**src/rtc_pkg.sv**
```systemverilog
/*
 * Shared constants and types for the calendar and status block:
 * register byte offsets, field positions, calendar limits, timing
 * figures and the packed state record.
 * Assumes a 20 MHz system clock and a 32-bit APB register bus.
 */
package rtc_pkg;
    // register byte offsets
    localparam logic [11:0] OFS_IRQ_ENABLE = 12'h000;
    localparam logic [11:0] OFS_CONTROL = 12'h004;
    localparam logic [11:0] OFS_UNLOCK = 12'h008;
    localparam logic [11:0] OFS_FLAGS = 12'h00c;
    localparam logic [11:0] OFS_ALARM_MINUTE = 12'h010;
    localparam logic [11:0] OFS_ALARM_HOUR = 12'h014;
    localparam logic [11:0] OFS_SECOND = 12'h030;
    localparam logic [11:0] OFS_MINUTE = 12'h034;
    localparam logic [11:0] OFS_HOUR = 12'h038;
    localparam logic [11:0] OFS_DAY = 12'h03c;
    localparam logic [11:0] OFS_MONTH = 12'h040;
    localparam logic [11:0] OFS_WEEKDAY = 12'h044;
    localparam logic [11:0] OFS_STOPWATCH = 12'h048;
    localparam logic [11:0] OFS_YEAR = 12'h04c;

    // flag and irq enable bit positions
    localparam int FLG_TB2 = 0;
    localparam int FLG_TB1 = 1;
    localparam int FLG_SEC = 2;
    localparam int FLG_MIN = 3;
    localparam int FLG_HOUR = 4;
    localparam int FLG_DAY = 5;
    localparam int FLG_ALM = 6;
    localparam int NUM_FLAGS = 7;

    // control register fields and unlock register status bit
    localparam int CTL_RUN = 0;
    localparam int CTL_TB_FAST = 1;
    localparam int CTL_SW_EN = 2;
    localparam int CTL_SW_CLEAR = 3;
    localparam int UNLOCK_STATUS_BIT = 7;

    // write unlock sequence values
    localparam logic [1:0] UNLOCK_STEP0 = 2'h0;
    localparam logic [1:0] UNLOCK_STEP1 = 2'h1;
    localparam logic [1:0] UNLOCK_STEP2 = 2'h3;
    localparam logic [1:0] UNLOCK_STEP3 = 2'h2;

    // calendar limits
    localparam logic [7:0] SEC_MAX = 8'h3b;
    localparam logic [7:0] MIN_MAX = 8'h3b;
    localparam logic [7:0] HOUR_MAX = 8'h17;
    localparam logic [7:0] MONTH_MAX = 8'h0c;
    localparam logic [7:0] WDAY_MAX = 8'h06;
    localparam logic [7:0] FIRST_DAY = 8'h01;
    localparam logic [7:0] FIRST_MONTH = 8'h01;
    localparam logic [7:0] FEBRUARY = 8'h02;
    localparam logic [7:0] DAYS_28 = 8'h1c;
    localparam logic [7:0] DAYS_29 = 8'h1d;
    localparam logic [7:0] DAYS_30 = 8'h1e;
    localparam logic [7:0] DAYS_31 = 8'h1f;
    localparam logic signed [7:0] YEAR_MAX = 8'sh63;
    localparam logic signed [7:0] YEAR_MIN = -8'sh63;
    localparam logic [7:0] STOPWATCH_MAX = 8'h63;

    // timing: figures in microseconds, counts derived from the clock
    localparam int CLK_MHZ = 20;
    localparam int SECOND_US = 1000000;
    localparam int SIXTEENTH_US = 62500;
    localparam int HUNDREDTH_US = 10000;
    localparam int SECOND_CYCLES = SECOND_US * CLK_MHZ;
    localparam int SIXTEENTH_CYCLES = SIXTEENTH_US * CLK_MHZ;
    localparam int HUNDREDTH_CYCLES = HUNDREDTH_US * CLK_MHZ;
    localparam int DIV_W = 25;
    localparam logic [2:0] TB_PHASE_LAST = 3'h7;
    localparam logic [1:0] TB2_SLOW_PHASE = 2'h3;

    typedef enum logic [4:0] {
        RTC_LOCKED = 5'h01,
        RTC_SEQ1 = 5'h02,
        RTC_SEQ2 = 5'h04,
        RTC_SEQ3 = 5'h08,
        RTC_OPEN = 5'h10
    } rtc_unlock_t;

    typedef struct packed {
        logic [DIV_W-1:0] sec_div;
        logic [DIV_W-1:0] tb_div;
        logic [DIV_W-1:0] sw_div;
        logic [2:0] tb_phase;
        logic [7:0] sec;
        logic [7:0] min;
        logic [7:0] hour;
        logic [7:0] day;
        logic [7:0] month;
        logic [7:0] year;
        logic [7:0] wday;
        logic [7:0] alm_min;
        logic [7:0] alm_hour;
        logic [7:0] stopwatch;
        logic [NUM_FLAGS-1:0] irq_en;
        logic [NUM_FLAGS-1:0] flags;
        logic [NUM_FLAGS-1:0] armed;
        logic run;
        logic tb_fast;
        logic sw_en;
        logic match;
        rtc_unlock_t unlock;
        logic pready;
        logic pslverr;
        logic irq;
        logic [31:0] prdata;
    } rtc_state_t;
endpackage

```
**src/rtc_calendar.sv**
```systemverilog
/*
 * Calendar counters, alarm compare, event flags with read-to-clear
 * sequences, timebases and stopwatch, behind an APB slave.
 * Assumes APB signals synchronous to clock_i (20 MHz) and a host
 * that keeps each request stable until pready is seen.
 */
// Operation
// - day flag sets on day increment; status read then day read clears
// - hour flag sets on hour increment; status then hour read clears
// - minute flag sets on minute increment; status then minute read clears
// - second flag sets on second increment; status then second read clears
// - interrupt request while any flag and its enable are both set
// - timebase one flag every 0.5 or 0.125 s; cleared via stopwatch read
// - timebase two flag every 0.25 or 0.0625 s; cleared via stopwatch read
// - alarm flag sets when hour and minute equal alarm hour and minute
// - alarm registers take any value; out-of-range never matches
// - reads never disturb counting; valid writes load and count on
// - seconds wrap after 59; writes above 59 ignored
// - minutes wrap after 59; writes above 59 ignored
// - hours wrap after 23; writes above 23 ignored
// - day wraps to one after month length; invalid day writes ignored
// - month wraps to one after 12; writes outside 1..12 ignored
// - year is signed offset from 2000, valid -99 to +99
// - weekday wraps after 6; writes above 6 ignored
// - calendar writes only take effect after the unlock sequence
// - stopwatch register read-only; reset or clear bit zeroes it
// - stopwatch counts hundredths and wraps to zero after 0x63
// - timebases and stopwatch run from the uncompensated clock
// - fast select picks 0.125/0.0625 s, else 0.5/0.25 s
// - run enable gates all counting; disabling keeps contents
`timescale 1ns/1ns
module rtc_calendar #(
    parameter int SECOND_CYCLES = rtc_pkg::SECOND_CYCLES,
    parameter int SIXTEENTH_CYCLES = rtc_pkg::SIXTEENTH_CYCLES,
    parameter int HUNDREDTH_CYCLES = rtc_pkg::HUNDREDTH_CYCLES
) (
    input wire logic clock_i,
    input wire logic rst_i,
    input wire logic psel_i,
    input wire logic penable_i,
    input wire logic pwrite_i,
    input wire logic [11:0] paddr_i,
    input wire logic [31:0] pwdata_i,
    output logic [31:0] prdata_o,
    output logic pready_o,
    output logic pslverr_o,
    output logic irq_o
);
    localparam logic [rtc_pkg::DIV_W-1:0] SEC_LAST =
        rtc_pkg::DIV_W'(SECOND_CYCLES - 1);
    localparam logic [rtc_pkg::DIV_W-1:0] TB_LAST =
        rtc_pkg::DIV_W'(SIXTEENTH_CYCLES - 1);
    localparam logic [rtc_pkg::DIV_W-1:0] SW_LAST =
        rtc_pkg::DIV_W'(HUNDREDTH_CYCLES - 1);

    // thirty-day months; february is settled by the leap test
    localparam logic [7:0] APRIL = 8'h04;
    localparam logic [7:0] JUNE = 8'h06;
    localparam logic [7:0] SEPTEMBER = 8'h09;
    localparam logic [7:0] NOVEMBER = 8'h0b;
    localparam logic [1:0] LEAP_LOW_BITS = 2'h0;

    rtc_pkg::rtc_state_t s_q;
    rtc_pkg::rtc_state_t s_d;

    // month length from month and leap year (offset divisible by four)
    function automatic logic [7:0] month_days(input logic [7:0] month,
                                              input logic [7:0] year);
        logic [7:0] days;
        days = rtc_pkg::DAYS_31;
        unique case (month)
            APRIL, JUNE, SEPTEMBER, NOVEMBER: days = rtc_pkg::DAYS_30;
            rtc_pkg::FEBRUARY: begin
                // negative offsets keep the low bits, so -4 is leap too
                days = (year[1:0] == LEAP_LOW_BITS) ? rtc_pkg::DAYS_29
                                           : rtc_pkg::DAYS_28;
            end
            default: days = rtc_pkg::DAYS_31;
        endcase
        return days;
    endfunction

    logic rd_done;
    logic wr_done;
    logic open_now;
    logic sec_tick;
    logic tb_tick;
    logic sw_tick;
    logic match_now;
    logic [7:0] dim;
    logic [7:0] wbyte;
    logic [rtc_pkg::NUM_FLAGS-1:0] evt;
    logic [rtc_pkg::NUM_FLAGS-1:0] clr;
    logic [31:0] rdata;
    logic mapped;

    // next-state logic for the whole block
    always_comb begin
        s_d = s_q;
        evt = '0;
        clr = '0;
        sec_tick = 1'b0;
        tb_tick = 1'b0;
        sw_tick = 1'b0;
        wbyte = pwdata_i[7:0];
        rd_done = psel_i & penable_i & s_q.pready & ~pwrite_i;
        wr_done = psel_i & penable_i & s_q.pready & pwrite_i;
        open_now = (s_q.unlock == rtc_pkg::RTC_OPEN);
        dim = month_days(s_q.month, s_q.year);

        // read mux; unmapped addresses read zero with pslverr
        mapped = 1'b1;
        rdata = '0;
        unique case (paddr_i)
            rtc_pkg::OFS_IRQ_ENABLE:
                rdata[rtc_pkg::NUM_FLAGS-1:0] = s_q.irq_en;
            rtc_pkg::OFS_CONTROL: begin
                // the stopwatch clear bit acts on a write only, reads zero
                rdata[rtc_pkg::CTL_RUN] = s_q.run;
                rdata[rtc_pkg::CTL_TB_FAST] = s_q.tb_fast;
                rdata[rtc_pkg::CTL_SW_EN] = s_q.sw_en;
            end
            rtc_pkg::OFS_UNLOCK: rdata[rtc_pkg::UNLOCK_STATUS_BIT] = open_now;
            rtc_pkg::OFS_FLAGS:
                rdata[rtc_pkg::NUM_FLAGS-1:0] = s_q.flags;
            rtc_pkg::OFS_ALARM_MINUTE: rdata[7:0] = s_q.alm_min;
            rtc_pkg::OFS_ALARM_HOUR: rdata[7:0] = s_q.alm_hour;
            rtc_pkg::OFS_SECOND: rdata[7:0] = s_q.sec;
            rtc_pkg::OFS_MINUTE: rdata[7:0] = s_q.min;
            rtc_pkg::OFS_HOUR: rdata[7:0] = s_q.hour;
            rtc_pkg::OFS_DAY: rdata[7:0] = s_q.day;
            rtc_pkg::OFS_MONTH: rdata[7:0] = s_q.month;
            rtc_pkg::OFS_WEEKDAY: rdata[7:0] = s_q.wday;
            rtc_pkg::OFS_STOPWATCH: rdata[7:0] = s_q.stopwatch;
            rtc_pkg::OFS_YEAR: rdata[7:0] = s_q.year;
            default: mapped = 1'b0;
        endcase

        // one wait state: data captured in the first access cycle
        // fixed latency keeps the address decode off the pready path
        if (psel_i && penable_i && !s_q.pready) begin
            s_d.pready = 1'b1;
            s_d.pslverr = ~mapped;
            s_d.prdata = rdata;
        end else begin
            s_d.pready = 1'b0;
            s_d.pslverr = 1'b0;
        end

        // prescalers, all frozen while the module is stopped
        // the second tick is uncompensated; trimming lives elsewhere
        if (s_q.run) begin
            if (s_q.sec_div == SEC_LAST) begin
                s_d.sec_div = '0;
                sec_tick = 1'b1;
            end else begin
                s_d.sec_div = s_q.sec_div + 1'b1;
            end
            // timebases and stopwatch share no divider with seconds
            if (s_q.tb_div == TB_LAST) begin
                s_d.tb_div = '0;
                tb_tick = 1'b1;
                s_d.tb_phase = s_q.tb_phase + 1'b1;
            end else begin
                s_d.tb_div = s_q.tb_div + 1'b1;
            end
            if (s_q.sw_en) begin
                if (s_q.sw_div == SW_LAST) begin
                    s_d.sw_div = '0;
                    sw_tick = 1'b1;
                end else begin
                    s_d.sw_div = s_q.sw_div + 1'b1;
                end
            end
        end

        // timebase ticks from the sixteenth-second phase
        // one phase counter serves both rates, so the flags stay aligned
        if (tb_tick) begin
            if (s_q.tb_fast) begin
                evt[rtc_pkg::FLG_TB2] = 1'b1;
                evt[rtc_pkg::FLG_TB1] = s_q.tb_phase[0];
            end else begin
                evt[rtc_pkg::FLG_TB2] =
                    (s_q.tb_phase[1:0] == rtc_pkg::TB2_SLOW_PHASE);
                evt[rtc_pkg::FLG_TB1] =
                    (s_q.tb_phase == rtc_pkg::TB_PHASE_LAST);
            end
        end

        // stopwatch hundredths
        if (sw_tick) begin
            s_d.stopwatch = (s_q.stopwatch == rtc_pkg::STOPWATCH_MAX) ?
                8'h00 : s_q.stopwatch + 8'h01;
        end

        // calendar ripple: every carry lands on the same second tick
        if (sec_tick) begin
            evt[rtc_pkg::FLG_SEC] = 1'b1;
            if (s_q.sec == rtc_pkg::SEC_MAX) begin
                s_d.sec = 8'h00;
                evt[rtc_pkg::FLG_MIN] = 1'b1;
                if (s_q.min == rtc_pkg::MIN_MAX) begin
                    s_d.min = 8'h00;
                    evt[rtc_pkg::FLG_HOUR] = 1'b1;
                    if (s_q.hour == rtc_pkg::HOUR_MAX) begin
                        s_d.hour = 8'h00;
                        evt[rtc_pkg::FLG_DAY] = 1'b1;
                        // weekday follows the day, blind to month length
                        s_d.wday = (s_q.wday >= rtc_pkg::WDAY_MAX) ?
                            8'h00 : s_q.wday + 8'h01;
                        if (s_q.day >= dim) begin
                            s_d.day = rtc_pkg::FIRST_DAY;
                            if (s_q.month >= rtc_pkg::MONTH_MAX) begin
                                s_d.month = rtc_pkg::FIRST_MONTH;
                                // year wraps within its valid range
                                s_d.year = ($signed(s_q.year) >=
                                    rtc_pkg::YEAR_MAX) ?
                                    rtc_pkg::YEAR_MIN : s_q.year + 8'h01;
                            end else begin
                                s_d.month = s_q.month + 8'h01;
                            end
                        end else begin
                            s_d.day = s_q.day + 8'h01;
                        end
                    end else begin
                        s_d.hour = s_q.hour + 8'h01;
                    end
                end else begin
                    s_d.min = s_q.min + 8'h01;
                end
            end else begin
                s_d.sec = s_q.sec + 8'h01;
            end
        end

        // register writes; a valid write wins over a same-cycle tick
        // protected or out-of-range writes still end the transfer
        if (wr_done) begin
            unique case (paddr_i)
                rtc_pkg::OFS_IRQ_ENABLE:
                    s_d.irq_en = pwdata_i[rtc_pkg::NUM_FLAGS-1:0];
                rtc_pkg::OFS_CONTROL: begin
                    if (open_now) begin
                        s_d.run = pwdata_i[rtc_pkg::CTL_RUN];
                    end
                    s_d.tb_fast = pwdata_i[rtc_pkg::CTL_TB_FAST];
                    s_d.sw_en = pwdata_i[rtc_pkg::CTL_SW_EN];
                    // zeroing the divider makes the first hundredth whole
                    if (pwdata_i[rtc_pkg::CTL_SW_CLEAR]) begin
                        s_d.stopwatch = 8'h00;
                        s_d.sw_div = '0;
                    end
                end
                rtc_pkg::OFS_UNLOCK: begin
                    // any break in the sequence re-protects; 00 restarts
                    // run bit and calendar writes wait for the open state
                    s_d.unlock = rtc_pkg::RTC_LOCKED;
                    if (wbyte[1:0] == rtc_pkg::UNLOCK_STEP0) begin
                        s_d.unlock = rtc_pkg::RTC_SEQ1;
                    end else if (s_q.unlock == rtc_pkg::RTC_SEQ1 &&
                                 wbyte[1:0] == rtc_pkg::UNLOCK_STEP1) begin
                        s_d.unlock = rtc_pkg::RTC_SEQ2;
                    end else if (s_q.unlock == rtc_pkg::RTC_SEQ2 &&
                                 wbyte[1:0] == rtc_pkg::UNLOCK_STEP2) begin
                        s_d.unlock = rtc_pkg::RTC_SEQ3;
                    end else if (s_q.unlock == rtc_pkg::RTC_SEQ3 &&
                                 wbyte[1:0] == rtc_pkg::UNLOCK_STEP3) begin
                        s_d.unlock = rtc_pkg::RTC_OPEN;
                    end
                end
                rtc_pkg::OFS_ALARM_MINUTE: s_d.alm_min = wbyte;
                rtc_pkg::OFS_ALARM_HOUR: s_d.alm_hour = wbyte;
                rtc_pkg::OFS_SECOND: begin
                    if (open_now && wbyte <= rtc_pkg::SEC_MAX) begin
                        s_d.sec = wbyte;
                    end
                end
                rtc_pkg::OFS_MINUTE: begin
                    if (open_now && wbyte <= rtc_pkg::MIN_MAX) begin
                        s_d.min = wbyte;
                    end
                end
                rtc_pkg::OFS_HOUR: begin
                    if (open_now && wbyte <= rtc_pkg::HOUR_MAX) begin
                        s_d.hour = wbyte;
                    end
                end
                rtc_pkg::OFS_DAY: begin
                    if (open_now && wbyte >= rtc_pkg::FIRST_DAY &&
                        wbyte <= dim) begin
                        s_d.day = wbyte;
                    end
                end
                rtc_pkg::OFS_MONTH: begin
                    if (open_now && wbyte >= rtc_pkg::FIRST_MONTH &&
                        wbyte <= rtc_pkg::MONTH_MAX) begin
                        s_d.month = wbyte;
                    end
                end
                rtc_pkg::OFS_YEAR: begin
                    if (open_now && $signed(wbyte) >= rtc_pkg::YEAR_MIN &&
                        $signed(wbyte) <= rtc_pkg::YEAR_MAX) begin
                        s_d.year = wbyte;
                    end
                end
                rtc_pkg::OFS_WEEKDAY: begin
                    if (open_now && wbyte <= rtc_pkg::WDAY_MAX) begin
                        s_d.wday = wbyte;
                    end
                end
                default: s_d.unlock = s_q.unlock;
            endcase
        end

        // alarm compare on the loaded/updated counters, edge only
        // edge only, so a standing match never refills a cleared flag
        match_now = (s_d.hour == s_q.alm_hour) &&
                    (s_d.min == s_q.alm_min) &&
                    (s_q.alm_min <= rtc_pkg::MIN_MAX) &&
                    (s_q.alm_hour <= rtc_pkg::HOUR_MAX);
        s_d.match = match_now;
        evt[rtc_pkg::FLG_ALM] = match_now & ~s_q.match;

        // second read of the clear sequence, only recorded flags
        if (rd_done) begin
            unique case (paddr_i)
                rtc_pkg::OFS_DAY: clr[rtc_pkg::FLG_DAY] = 1'b1;
                rtc_pkg::OFS_HOUR: clr[rtc_pkg::FLG_HOUR] = 1'b1;
                rtc_pkg::OFS_MINUTE: clr[rtc_pkg::FLG_MIN] = 1'b1;
                rtc_pkg::OFS_SECOND: clr[rtc_pkg::FLG_SEC] = 1'b1;
                rtc_pkg::OFS_ALARM_HOUR: clr[rtc_pkg::FLG_ALM] = 1'b1;
                rtc_pkg::OFS_STOPWATCH: begin
                    clr[rtc_pkg::FLG_TB1] = 1'b1;
                    clr[rtc_pkg::FLG_TB2] = 1'b1;
                end
                default: clr = '0;
            endcase
        end
        // without the record, a flag set after the status read would be
        // lost to a data read that software never meant as a clear
        clr = clr & s_q.armed;
        s_d.armed = s_q.armed & ~clr;
        if (rd_done && paddr_i == rtc_pkg::OFS_FLAGS) begin
            s_d.armed = s_q.armed | s_q.flags;
        end
        // a new event in the clearing cycle survives
        s_d.flags = (s_q.flags & ~clr) | evt;

        // registered request line
        s_d.irq = |(s_d.flags & s_d.irq_en);
    end

    // single state register; calendar starts at a valid date
    always_ff @(posedge clock_i) begin
        if (rst_i) begin
            s_q <= '0;
            s_q.day <= rtc_pkg::FIRST_DAY;
            s_q.month <= rtc_pkg::FIRST_MONTH;
            s_q.unlock <= rtc_pkg::RTC_LOCKED;
        end else begin
            s_q <= s_d;
        end
    end

    assign prdata_o = s_q.prdata;
    assign pready_o = s_q.pready;
    assign pslverr_o = s_q.pslverr;
    assign irq_o = s_q.irq;
endmodule

```
**config.mk**
```make
export PLATFORM = sky130hd
export DESIGN_NAME = rtc_calendar
export DESIGN_NICKNAME = d
export VERILOG_FILES = /design/src/rtc_pkg.sv /design/src/rtc_calendar.sv
export SDC_FILE = /design/constraint.sdc
export NUM_CORES = 1
export LEC_CHECK = 0
export ABC_CLOCK_PERIOD_IN_PS = 6700
export BUFFER_PORTS_ARGS = -buffer_cell sky130_fd_sc_hd__buf_2
export CAP_MARGIN = 40
export CORE_MARGIN = 4
export CORE_UTILIZATION = 45
export CTS_CLUSTER_DIAMETER = 100
export DETAILED_ROUTE_END_ITERATION = 8
export PLACE_DENSITY = 0.64
export SLEW_MARGIN = 20
export SYNTH_ARGS = -nofsm -noshare
export SYNTH_HDL_FRONTEND = slang
export SYNTH_SLANG_ARGS = --single-unit
```
**constraint.sdc**
```tcl
create_clock -name clock_i -period 6.7 [get_ports clock_i]
set_clock_uncertainty 0.15 [all_clocks]
set_input_delay 2.01 -clock clock_i [delete_from_list [all_inputs] [get_ports clock_i]]
set_output_delay 2.01 -clock clock_i [all_outputs]
set_load 0.01 [all_outputs]
```
* Word level (Yosys, flattened, before mapping) *
Cells that the tools add are included.

word-level totals
  bits in registers = 199
  input port bits = 49
  output and inout bits = 35
  logic and storage cells = 211

operators by class
  add/sub/neg operators = 12
  magnitude comparators = 14
  equal/unequal tests = 36
  muxes and demuxes = 76
  bitwise gates (word level) = 16
  reduce and logical (&&, ||, !) cells = 31

operator list
  kind                                                                      number
  8-bit two-way mux                                                         28
  25-bit two-way mux                                                        7
  87-bit two-way mux                                                        1
  25-bit by 1-bit adder with 25-bit output (second input constant)          3
  8-bit by 1-bit adder with 8-bit output (second input constant)            8
  56-bit two-way mux                                                        1
  12-bit by 6-bit equality test with 1-bit output (second input constant)   4
  12-bit by 7-bit equality test with 1-bit output (second input constant)   4
  48-bit two-way mux                                                        1
  4-bit one-hot mux with 12 select lines                                    1
  40-bit two-way mux                                                        1
  3-bit one-hot mux with 13 select lines                                    1
  32-bit two-way mux                                                        1
  7-bit bitwise AND                                                         4
  28-bit two-way mux                                                        1
  25-bit by 18-bit equality test with 1-bit output (second input constant)  1
  25-bit by 21-bit equality test with 1-bit output (second input constant)  1
  25-bit equality test (second input constant)                              1
  12-bit by 4-bit equality test with 1-bit output (second input constant)   2
  12-bit by 5-bit equality test with 1-bit output (second input constant)   2
  7-bit two-way mux                                                         3
  5-bit two-way mux                                                         4
  1-bit logical AND                                                         17
  8-bit by 3-bit equality test with 1-bit output (second input constant)    2
  other kinds (46)                                                          86

* Logic depth before layout (Yosys ltp) *
Gate-level depths: netlist of run 1.

  depth after elaboration = 20
  mapped depth = 16
  mapped depth without buffers = 15

* Worst setup path before layout of run 1 *
Ideal clock, no wire load.

  kind = input to register
  start point = input port paddr_i[1]
  end point = register s_q[40] (netlist bit)
  setup time = 79 ps
  arrival = 4878 ps
  required time = 6471 ps
  slack = 1592 ps
  cell stages on the path = 9
  path buffers = 0
  cell sequence = nor4_4 nand4_1 nor4_4 or4_1 a21oi_1 or4_1 or4_1 or4_4 a211oi_2

between the ends
  cells in the longest elaborated chain, start to end = 7
  elaborated cells on any way between the ends = 10
  classes of those cells = 4 x eq/ne; 3 x mux; 3 x reduce/logical

ends and longest elaborated chain
  element                                          line                                      source
  start: declaration                               rtc_calendar.sv:42                        input wire logic [11:0] paddr_i,
  12-bit by 6-bit equality test with 1-bit output  rtc_calendar.sv:240                       unique case (paddr_i)
  8-bit two-way mux                                rtc_calendar.sv:240
  87-bit two-way mux (*)                           rtc_calendar.sv:239                       if (wr_done) begin
  8-bit equality test (on tied branches)           rtc_calendar.sv:318, rtc_calendar.sv:319
  1-bit logical AND (*)                            rtc_calendar.sv:318                       match_now = (s_d.hour == s_q.alm_hour) &&
  1-bit logical AND (*)                            rtc_calendar.sv:319                       (s_d.min == s_q.alm_min) &&
  1-bit logical AND (*)                            rtc_calendar.sv:320                       (s_q.alm_min <= rtc_pkg::MIN_MAX) &&
  end: declaration                                 rtc_calendar.sv:63                        rtc_pkg::rtc_state_t s_q;

Every way passes the cells marked *; elsewhere a longest branch is shown, timed or not.
A chain may end at the register's enable or synchronous reset.

* Worst setup path in the final report of run 1 *
  start point = input port paddr_i[11]
  end point = register s_q, in the netlist irq_o

between the ends
  cells in the longest elaborated chain, start to end = 11
  elaborated cells on any way between the ends = 30
  classes of those cells = 8 x eq/ne; 11 x mux; 6 x bitwise; 5 x reduce/logical

ends and longest elaborated chain
  element                                          line                                      source
  12-bit by 6-bit equality test with 1-bit output  rtc_calendar.sv:240, rtc_calendar.sv:327
  8-bit two-way mux                                rtc_calendar.sv:240
  87-bit two-way mux                               rtc_calendar.sv:239
  8-bit equality test (on tied branches)           rtc_calendar.sv:318, rtc_calendar.sv:319
  1-bit logical AND                                rtc_calendar.sv:318
  1-bit logical AND                                rtc_calendar.sv:319
  1-bit logical AND                                rtc_calendar.sv:320
  1-bit bitwise AND                                rtc_calendar.sv:323                       evt[rtc_pkg::FLG_ALM] = match_now & ~s_q.match;
  7-bit bitwise OR                                 rtc_calendar.sv:348                       s_d.flags = (s_q.flags & ~clr) | evt;
  7-bit bitwise AND (*)                            rtc_calendar.sv:351                       s_d.irq = |(s_d.flags & s_d.irq_en);
  7-bit OR reduction (*)                           rtc_calendar.sv:351

Marks and branches as above.

==> run metrics, run 1 <==
max-cap violations 0; post-synth top area cell dfxtp_1; crit share post-route 0.813; global route hottest layer met2; Slew Viols, Final 0; Hold Path Depth 2; GR Overflow Total 0; DR iter-0 viols 1035; Top delay family on crit path simple AND/OR/NAND/NOR gates; initial antenna violation count 0; Routed Antenna Nets 0; final setup fails 0; Synth top area share 0.361; top cells by count, synth nor2_1, dfxtp_1, nand2_1; worst vdd ir 0.129 mV; Hold Buf Count CTS 0; critical-path cell list buf_2 > nor2_1 > nand4_1 > nor4_4 > or4_1 > a21oi_1 > or4_1 > or4_1 > or4_4 > o21ai_1; worst slack at placement 0.823 ns; routed vias/inst 5.93; WS Path Type in2reg; FMAX 184 MHz; Worst path most repeated cell or4_1; CP endpoint kind flip-flop; Critical-path top delay cell nor4_4; Mapped Cells 1366; Worst Path Max Fanout 9; Setup Fix Bufs, Post-CTS 0; fillers 2380; Syn Std Cell Area 11000 um2; Synth Area in Adders 0.0250; Least-Margin Pin Slew 0.847 ns; vias in the first global route 9142; Simple-Gate Fraction of Synth Area 0.286; DR vias 10100; IO Port Bufs 35; share of cells above drive strength 1 0.0823; Seq cells post-synth 199; unrepaired setup endpoints after global routing false; Syn-to-layout area delta 7.81%; fin cells 1697; ys flop type dfxtp_1; reg-to-reg critical path endpoint irq_o; largest family of logic cells by synthesized area simple AND/OR/NAND/NOR gates; Worst Path Required 6.91 ns; final setup TNS 0 ns; post-synthesis compound-gate area fraction 0.147; met1 GRT Util 0.315; Total GRT Usage 0.234; mux contribution to synthesized area 0.0483; Final Hold Viols 0; placed wire-length estimate 23100 um; number of CTS-inserted buffers 17; chip height 165 um; Slew Limit Headroom 0.432; WHS Endpoint prdata_o[7]; post-synth cell types 69; Hold WS 0.338 ns; CTS resizes 0; final worst setup slack 1.25 ns; Ports 84; M3 GR Usage 0.0384; CTS clock-pin slew for the worst setup and hold paths 0.08 ns; first-pass iteration count of the detailed router 6; maximum clock path buffer count 2; clk_lat worst skew 0.44 ns; register-to-register setup slack 2.60 ns; Leak 0.00424 uW; power per cell area 194 nW/um2; ANT cells 0; starting density of the core 0.456; ranking of synthesized cells by area dfxtp_1, nor2_1, xor2_1; R2R depth 9; RePlAce Congestion 0.950; die width 165 um; Routed WL per cell 18.9 um; Critical Path AT 5.66 ns; Placed Cells incl. Taps 1662; first-pass GRT wire length 50100 um; run status finished, final reports clean; Residual DRC 0; Sink Count 199; XOR/XNOR Fraction of Synth Area 0.0771; met2 usage 0.378; hold crit path type reg2reg; Core Rows 57; Async S/R FF share, synth 0; worst stage delay on the critical path 0.63 ns; clock period minus worst slack 5.45 ns; Root Buffer Master clkbuf_16; drt total wl 32100 um; largest net degree at the start of global routing 47; Worst setup SP type input port; CTS tree yes; Buffers & Inverters on Critical Path 1; H-tree levels 4; Nets 1431; Synth Warn # 0; DIE AREA 27100 um2; Min-Delay Startpoint prdata_o[7]; mean post-synth cell area 8.07 um2; number of synthesized flops with an enable pin 0; core area 24200 um2; sequential area share after synthesis 0.361; RR Startpoint s_q[137]; most frequent cell after synthesis nor2_1
==> cell usage in the layout (no fill, tap or decap), types with 15 or more instances in the layout <==
master	synthesis	layout
buf_2	2	37
nand4_1	39	39
o21ai_0	32	32
ha_1	22	22
nand2_1	89	89
nor4_1	20	19
clkbuf_16	0	17
nand3_1	72	72
a22oi_1	15	15
nor3_1	42	42
and3_1	32	32
buf_4	32	15
dfxtp_1	199	199
mux2i_1	42	42
conb_1	1	24
xnor2_1	31	31
nor2_1	226	225
inv_1	26	26
a211oi_1	26	26
xor2_1	66	66
a21oi_1	76	76
==> state kept, by name, summed over array words and instances (netlist names) <==
register	flops
irq_o	1
prdata_o	8
pready_o	1
pslverr_o	1
s_q	188
==> per-layer routing <==
layer | vias to the layer above | wire [um]
met5 | - | 0
met4 | 0 | 1080
met3 | 76 | 2520
met2 | 420 | 14700
met1 | 4712 | 13800
li1 | 4861 | -
==> power breakdown <==
group	switching (uW)	internal, uW	total [uW]
sequential	2.82	1190	1190
combinational	77.0	26.5	103
clock	494	522	1020
total	574	1730	2310
==> worst register-to-register path: stages, from the launching register on <==
cell and delay (ns):
dfxtp_1 0.45, ha_1 0.26, nor4b_1 0.61, and2_1 0.42
nand3_1 0.55, o311ai_0 0.54, o22a_1 0.20, nand4_1 0.10
or4_4 0.58, o21ai_1 0.19
==> worst max-delay path by stage <==
stage	startpoint	end	cells past startpoint
after floorplan	paddr_i[1]	s_q[40]	9
after global placement	paddr_i[11]	irq_o	10
after detailed placement	paddr_i[11]	irq_o	10
after CTS	paddr_i[11]	irq_o	10
after global routing	paddr_i[11]	irq_o	10
final	paddr_i[11]	irq_o	10
==> metrics by stage <==
| stage | cell area (um2) | utilization | power (uW) |
|---|---|---|---|
| finish | 11900 | 0.492 | 2310 |
| global route | 11900 | 0.492 | 2380 |
| CTS | 11900 | 0.491 | 2320 |
| detailed placement | 11300 | 0.468 | 1320 |
| global placement | 11300 | 0.467 | 1320 |
| floorplan | 11100 | - | 1290 |
==> final cells by class <==
type / instances / area, um2 / share of cell area
Tap cell: 324 / 405 / 0.0341
Clock buffer: 21 / 440 / 0.0371
Multi-Input combinational cell: 1062 / 6530 / 0.550
Clock inverter: 11 / 118 / 0.00990
Sequential cell: 199 / 3980 / 0.335
Inverter: 26 / 97.6 / 0.00821
Timing Repair Buffer: 54 / 308 / 0.0259
==> cell families after synthesis <==
group           after synthesis
buf+inv                     128
flops                       199
simple gates                626
mux                          49
xor+xnor                     97
fa+ha+maj                    22
compound gates              244
other cells                   1
(Power assumes the default switching activity.)
==> inputs of run 2 (changes only) <==
ABC_AREA = 1   (was not set)
ABC_CLOCK_PERIOD_IN_PS = 5400   (was 6700)
PLACE_DENSITY = 0.63   (was 0.64)
clock period = 5.4 ns   (was 6.7 ns; I/O delays follow)
==> run 2 against run 1 <==
Effect of this change: flip-flop and latch count did not move; synthesized cell count increased by 31%; register-to-register slack lost 1.0 ns; critical path depth increased by 6; cell count grew 28%; setup slack gained 0.21 ns; total power up 24%; utilization up 0.19 points.
==> run metrics, run 2 <==
Synth Warn # 0; first-pass iteration count of the detailed router 5; ranking of synthesized cells by area dfxtp_1, nand2_1, inv_1; most frequent cells in the layout nand2_1, inv_1, nor2_1, dfxtp_1, nand3_1; CTS resizes 0; ys flop type dfxtp_1; Routed WL per cell 17.4 um; chip height 170 um; most frequent cell after synthesis nand2_1; P_int 2150 uW; Syn-to-layout area delta 7.94%; Psw 701 uW; share of cells above drive strength 1 0.0728; number of synthesized flops with an enable pin 0; GR Overflow Total 0; combinational power share 0.039; WS Path Type in2reg; final worst setup slack 1.46 ns; Syn Std Cell Area 11900 um2; Clk network pwr share 0.446; Setup Fix Bufs, Post-CTS 0; Ports 84; CTS tree yes; routed vias/inst 5.60; power per cell area 222 nW/um2; Hold WS 0.314 ns; CTS clock-pin slew for the worst setup and hold paths 0.07 ns; post-synth top area cell dfxtp_1; Slew Viols, Final 0; Hold Buf Count CTS 0; first-pass GRT wire length 59100 um; Residual DRC 0; final setup TNS 0 ns; Critical Path AT 4.17 ns; worst vdd ir 0.185 mV; FMAX 254 MHz; Nets 1886; Least-Margin Pin Slew 0.853 ns; Mapped Cells 1795; maximum clock path buffer count 2; Core Rows 59; Synth top area share 0.335; crit share post-route 0.730; clock period minus worst slack 3.94 ns; most common cell after layout, fill and taps aside nand2_1; DR vias 12100; sequential area share after synthesis 0.335; vias in the first global route 11100; H-tree levels 4; Slew Limit Headroom 0.430; Worst Path Max Fanout 7; number of CTS-inserted buffers 17; initial antenna violation count 1; placed wire-length estimate 28700 um; area of the multi-input gates 6470 um2; Sequential Area 3980 um2; DR iter-0 viols 1117; Routed Antenna Nets 0; drt total wl 37600 um; worst slack at placement 1.06 ns; die width 170 um; Async S/R FF share, synth 0; Worst setup SP type input port; most flop-heavy register s_q; run status finished, final reports clean; Final Hold Viols 0; Total GRT Usage 0.255; clk_lat worst skew 0.44 ns; sw frac 0.246; top cells by count, synth nand2_1, inv_1, dfxtp_1, nor2_1, nand3_1; final setup fails 0; starting density of the core 0.457; largest net degree at the start of global routing 43; Leak 0.00522 uW; Worst Path Required 5.63 ns; Seq cells post-synth 199; IO Port Bufs 35; fillers 2691; max-cap violations 0; RePlAce Congestion 1.02; max FFs per register 188; core area 26000 um2; CP endpoint kind flip-flop; Final Instance Area 12800 um2; unrepaired setup endpoints after global routing false; Sink Count 199; DIE AREA 29100 um2; Root Buffer Master clkbuf_16; hold crit path type reg2reg; sequential share of power 0.515; post-synth cell types 62; mean post-synth cell area 6.62 um2; Post-DP Area 12200 um2
-- run 2: changes by cell type in the layout (fill, tap and decap cells not counted), sizes merged, moves of 33 or more --
cell,delta
a21oi,+39
inv,+271
mux2i,-40
nand2,+239
nand3,+62
nor3,+33
o21ai,+67
o22ai,+33
xor2,-52
-- run 2: cell families after synthesis --
group | after synthesis | synth area share
buffers and inverters | 366 | 0.127
XOR/XNOR | 17 | 0.0125
flip-flops | 199 | 0.335
multiplexers | 2 | 0.00169
AND/OR/NAND/NOR | 834 | 0.319
adder cells (fa/ha/maj) | 22 | 0.0232
other | 1 | 0.000316
AO/OA/AOI/OAI | 354 | 0.181
-- run 2: worst paths after layout --
check	end	slack, ns	cells after the start	startpoint
worst max-delay path	irq_o	1.46	16	paddr_i[3]
worst min-delay path	prdata_o[1]	0.31	2	prdata_o[1]
worst min register to register	prdata_o[1]	0.31	2	prdata_o[1]
worst max register to register	irq_o	1.60	19	s_q[129]
-- run 2: power by group through the flow --
stage	clock, uW	sequential [uW]	combinational [uW]
3_5_place_dp	0	1500	107
3_3_place_gp	0	1500	105
4_1_cts	1290	1470	108
5_1_grt	1350	1470	118
2_1_floorplan	0	1500	73.4
6_report	1270	1470	110
-- run 2: area by class of cell --
type,count,area share
diodes,1,0.000195
flip-flops and latches,199,0.311
multi-input cells,1253,0.504
clock inverters,11,0.00878
well taps,335,0.0327
repair buffers,45,0.0203
clock buffers,21,0.0351
inverters,299,0.0877
-- run 2: critical path: stages --
cell and delay, ns:
buf_2 0.13, inv_1 0.05, nand2_1 0.04, nor2_1 0.49, nand3_1 0.21, nor3_1 0.49, nand2_1 0.18, nand3_1 0.12
nand2_1 0.06, nor2_1 0.09, nand3_1 0.12, nor2_1 0.14, nand3_1 0.20, nand2_1 0.11, nand2_1 0.05, nand2_1 0.06
-- run 2: through the flow --
stage | std cells | utilization | total power [uW]
after CTS | 2162 | 0.493 | 2870
after global placement | 2128 | 0.470 | 1610
after floorplan | 1818 | - | 1580
final | 2164 | 0.493 | 2850
after detailed placement | 2130 | 0.471 | 1610
after global routing | 2164 | 0.493 | 2940
-- run 2: per-layer routing --
metal  vias up  share of wire  track usage
met2       419           0.45        0.414
met4         0          0.035       0.0917
met3        81          0.070       0.0439
li1       6013              -            -
met5         -              0            0
met1      5604           0.44        0.343
==> inputs of run 3 (changes only) <==
ABC_CLOCK_PERIOD_IN_PS = 3900   (was 5400)
clock period = 3.9 ns   (was 5.4 ns; I/O delays follow)
==> run 3 against run 2 <==
Effect of this change: register-to-register slack worse by 0.98 ns; highest routed layer is now met5; largest power group unchanged; utilization increased by 0.79 points; largest cell class unchanged; die area unchanged; critical endpoint unchanged; critical path type unchanged.
==> run metrics, run 3 (synthesis gave the netlist of run 2 again) <==
CTS resizes 0; combinational power share 0.042; first-pass GRT wire length 60300 um; ANT cells 0; Clk network pwr share 0.441; Hold Buf Count CTS 0; starting density of the core 0.457; run status finished, final reports clean; hold crit path type reg2reg; share of cells above drive strength 1 0.0867; Hold WS 0.314 ns; DR iter-0 viols 1363; Final Hold Viols 0; vias in the first global route 11300; Critical Path AT 3.54 ns; most frequent cells in the layout nand2_1, inv_1, nor2_1, dfxtp_1, nand3_1; Worst Path Max Fanout 7; IO Port Bufs 35; worst vdd ir 0.262 mV; RePlAce Congestion 1.00; CP endpoint kind flip-flop; DR vias 12300; Worst setup SP type input port; Least-Margin Pin Slew 0.821 ns; Top delay family on crit path simple AND/OR/NAND/NOR gates; Ports 84; maximum clock path buffer count 2; Routed Antenna Nets 0; chip height 170 um; Tot Pwr 3930 uW; fin cells 2191; Placed Cells incl. Taps 2159; max FFs per register 188; FMAX 302 MHz; clock period minus worst slack 3.31 ns; P_int 2970 uW; initial antenna violation count 1; Slew Viols, Final 0; critical path depth in cells 18; largest net degree at the start of global routing 65; CTS clock-pin slew for the worst setup and hold paths 0.08 ns; final setup fails 0; Worst Path Required 4.13 ns; core area 26000 um2; power per cell area 302 nW/um2; Syn-to-layout area delta 9.67%; first-pass iteration count of the detailed router 6; Hold Path Depth 2; R2R depth 17; Root Buffer Master clkbuf_16; worst stage delay on the critical path 0.29 ns; sequential share of power 0.517; Core Rows 59; critical-path cell list buf_2 > nor2_1 > nand3_1 > nor2_1 > nand2_1 > inv_1 > nand3_1 > nand3_1 > nand2_1 > nand2_1 > nand3_1 > nor2_1 > nand3_1 > nor2_1 > nand3_1 > nand2_1 > nand2_1 > nand2_1; DIE AREA 29100 um2; final setup TNS 0 ns; placed wire-length estimate 29400 um; unrepaired setup endpoints after global routing false; drt total wl 38100 um; Nets 1914; die width 170 um; most common cell after layout, fill and taps aside nand2_1; most flop-heavy register s_q; clk_lat worst skew 0.44 ns; Critical-path top delay cell nor2_1; Sink Count 199; Slew Limit Headroom 0.450; GR Overflow Total 0; number of CTS-inserted buffers 17; Setup Fix Bufs, Post-CTS 0; Psw 967 uW; CTS tree yes; Residual DRC 0; WS Path Type in2reg; sw frac 0.246; Total GRT Usage 0.261; Leak 0.00535 uW; max-cap violations 0; Buffers & Inverters on Critical Path 2; crit share post-route 0.849; H-tree levels 4; Routed WL per cell 17.4 um; Core Util, Final 0.501; routed vias/inst 5.62
## run 3: changes by cell type in the layout (fill, tap and decap cells not counted)
cell        change
clkinv_4        -1
clkbuf_8        -1
clkinvlp_4      +1
buf_4          +28
diode_2         -1
buf_12          -1
buf_16          +1
clkinv_2        +1
## run 3: cell type report
class,count,area [um2]
clock buffer,20,437
fill,2689,13000
tap,335,419
inverter,299,1120
timing repair buffer,73,478
clock inverter,12,116
multi-input combinational,1253,6470
sequential,199,3980
## run 3: worst paths after layout
| check | slack (ns) | to | startpoint |
|---|---|---|---|
| setup reg to reg | 0.62 | s_q[99] | s_q[105] |
| hold reg to reg | 0.31 | prdata_o[1] | prdata_o[1] |
| hold / removal | 0.31 | prdata_o[1] | prdata_o[1] |
| setup / recovery | 0.59 | irq_o | paddr_i[1] |
## run 3: power groups by stage
stage	registers [uW]	logic (uW)	clock network, uW
global placement	2080	157	0
floorplan	2080	102	0
detailed placement	2080	160	0
CTS	2030	161	1770
global route	2030	178	1840
finish	2030	165	1740
## run 3: through the flow
step | setup slack, ns | area (um2)
after global routing | 0.242 | 13000
after detailed placement | 0.181 | 12500
after CTS | 0.617 | 13000
final | 0.590 | 13000
after global placement | 0.184 | 12400
after floorplan | 0.895 | 12000
## run 3: layer usage
metal | up-vias | share of wire | track usage
met5 | - | 0.00031 | 0
met4 | 2 | 0.040 | 0.114
met3 | 103 | 0.073 | 0.0372
met2 | 513 | 0.46 | 0.430
met1 | 5636 | 0.42 | 0.340
li1 | 6070 | - | -
## run 3: worst min-delay path: stages, from the launching register on
cell and delay (ns):
dfxtp_1 0.31, nand2_1 0.06, a21oi_1 0.06
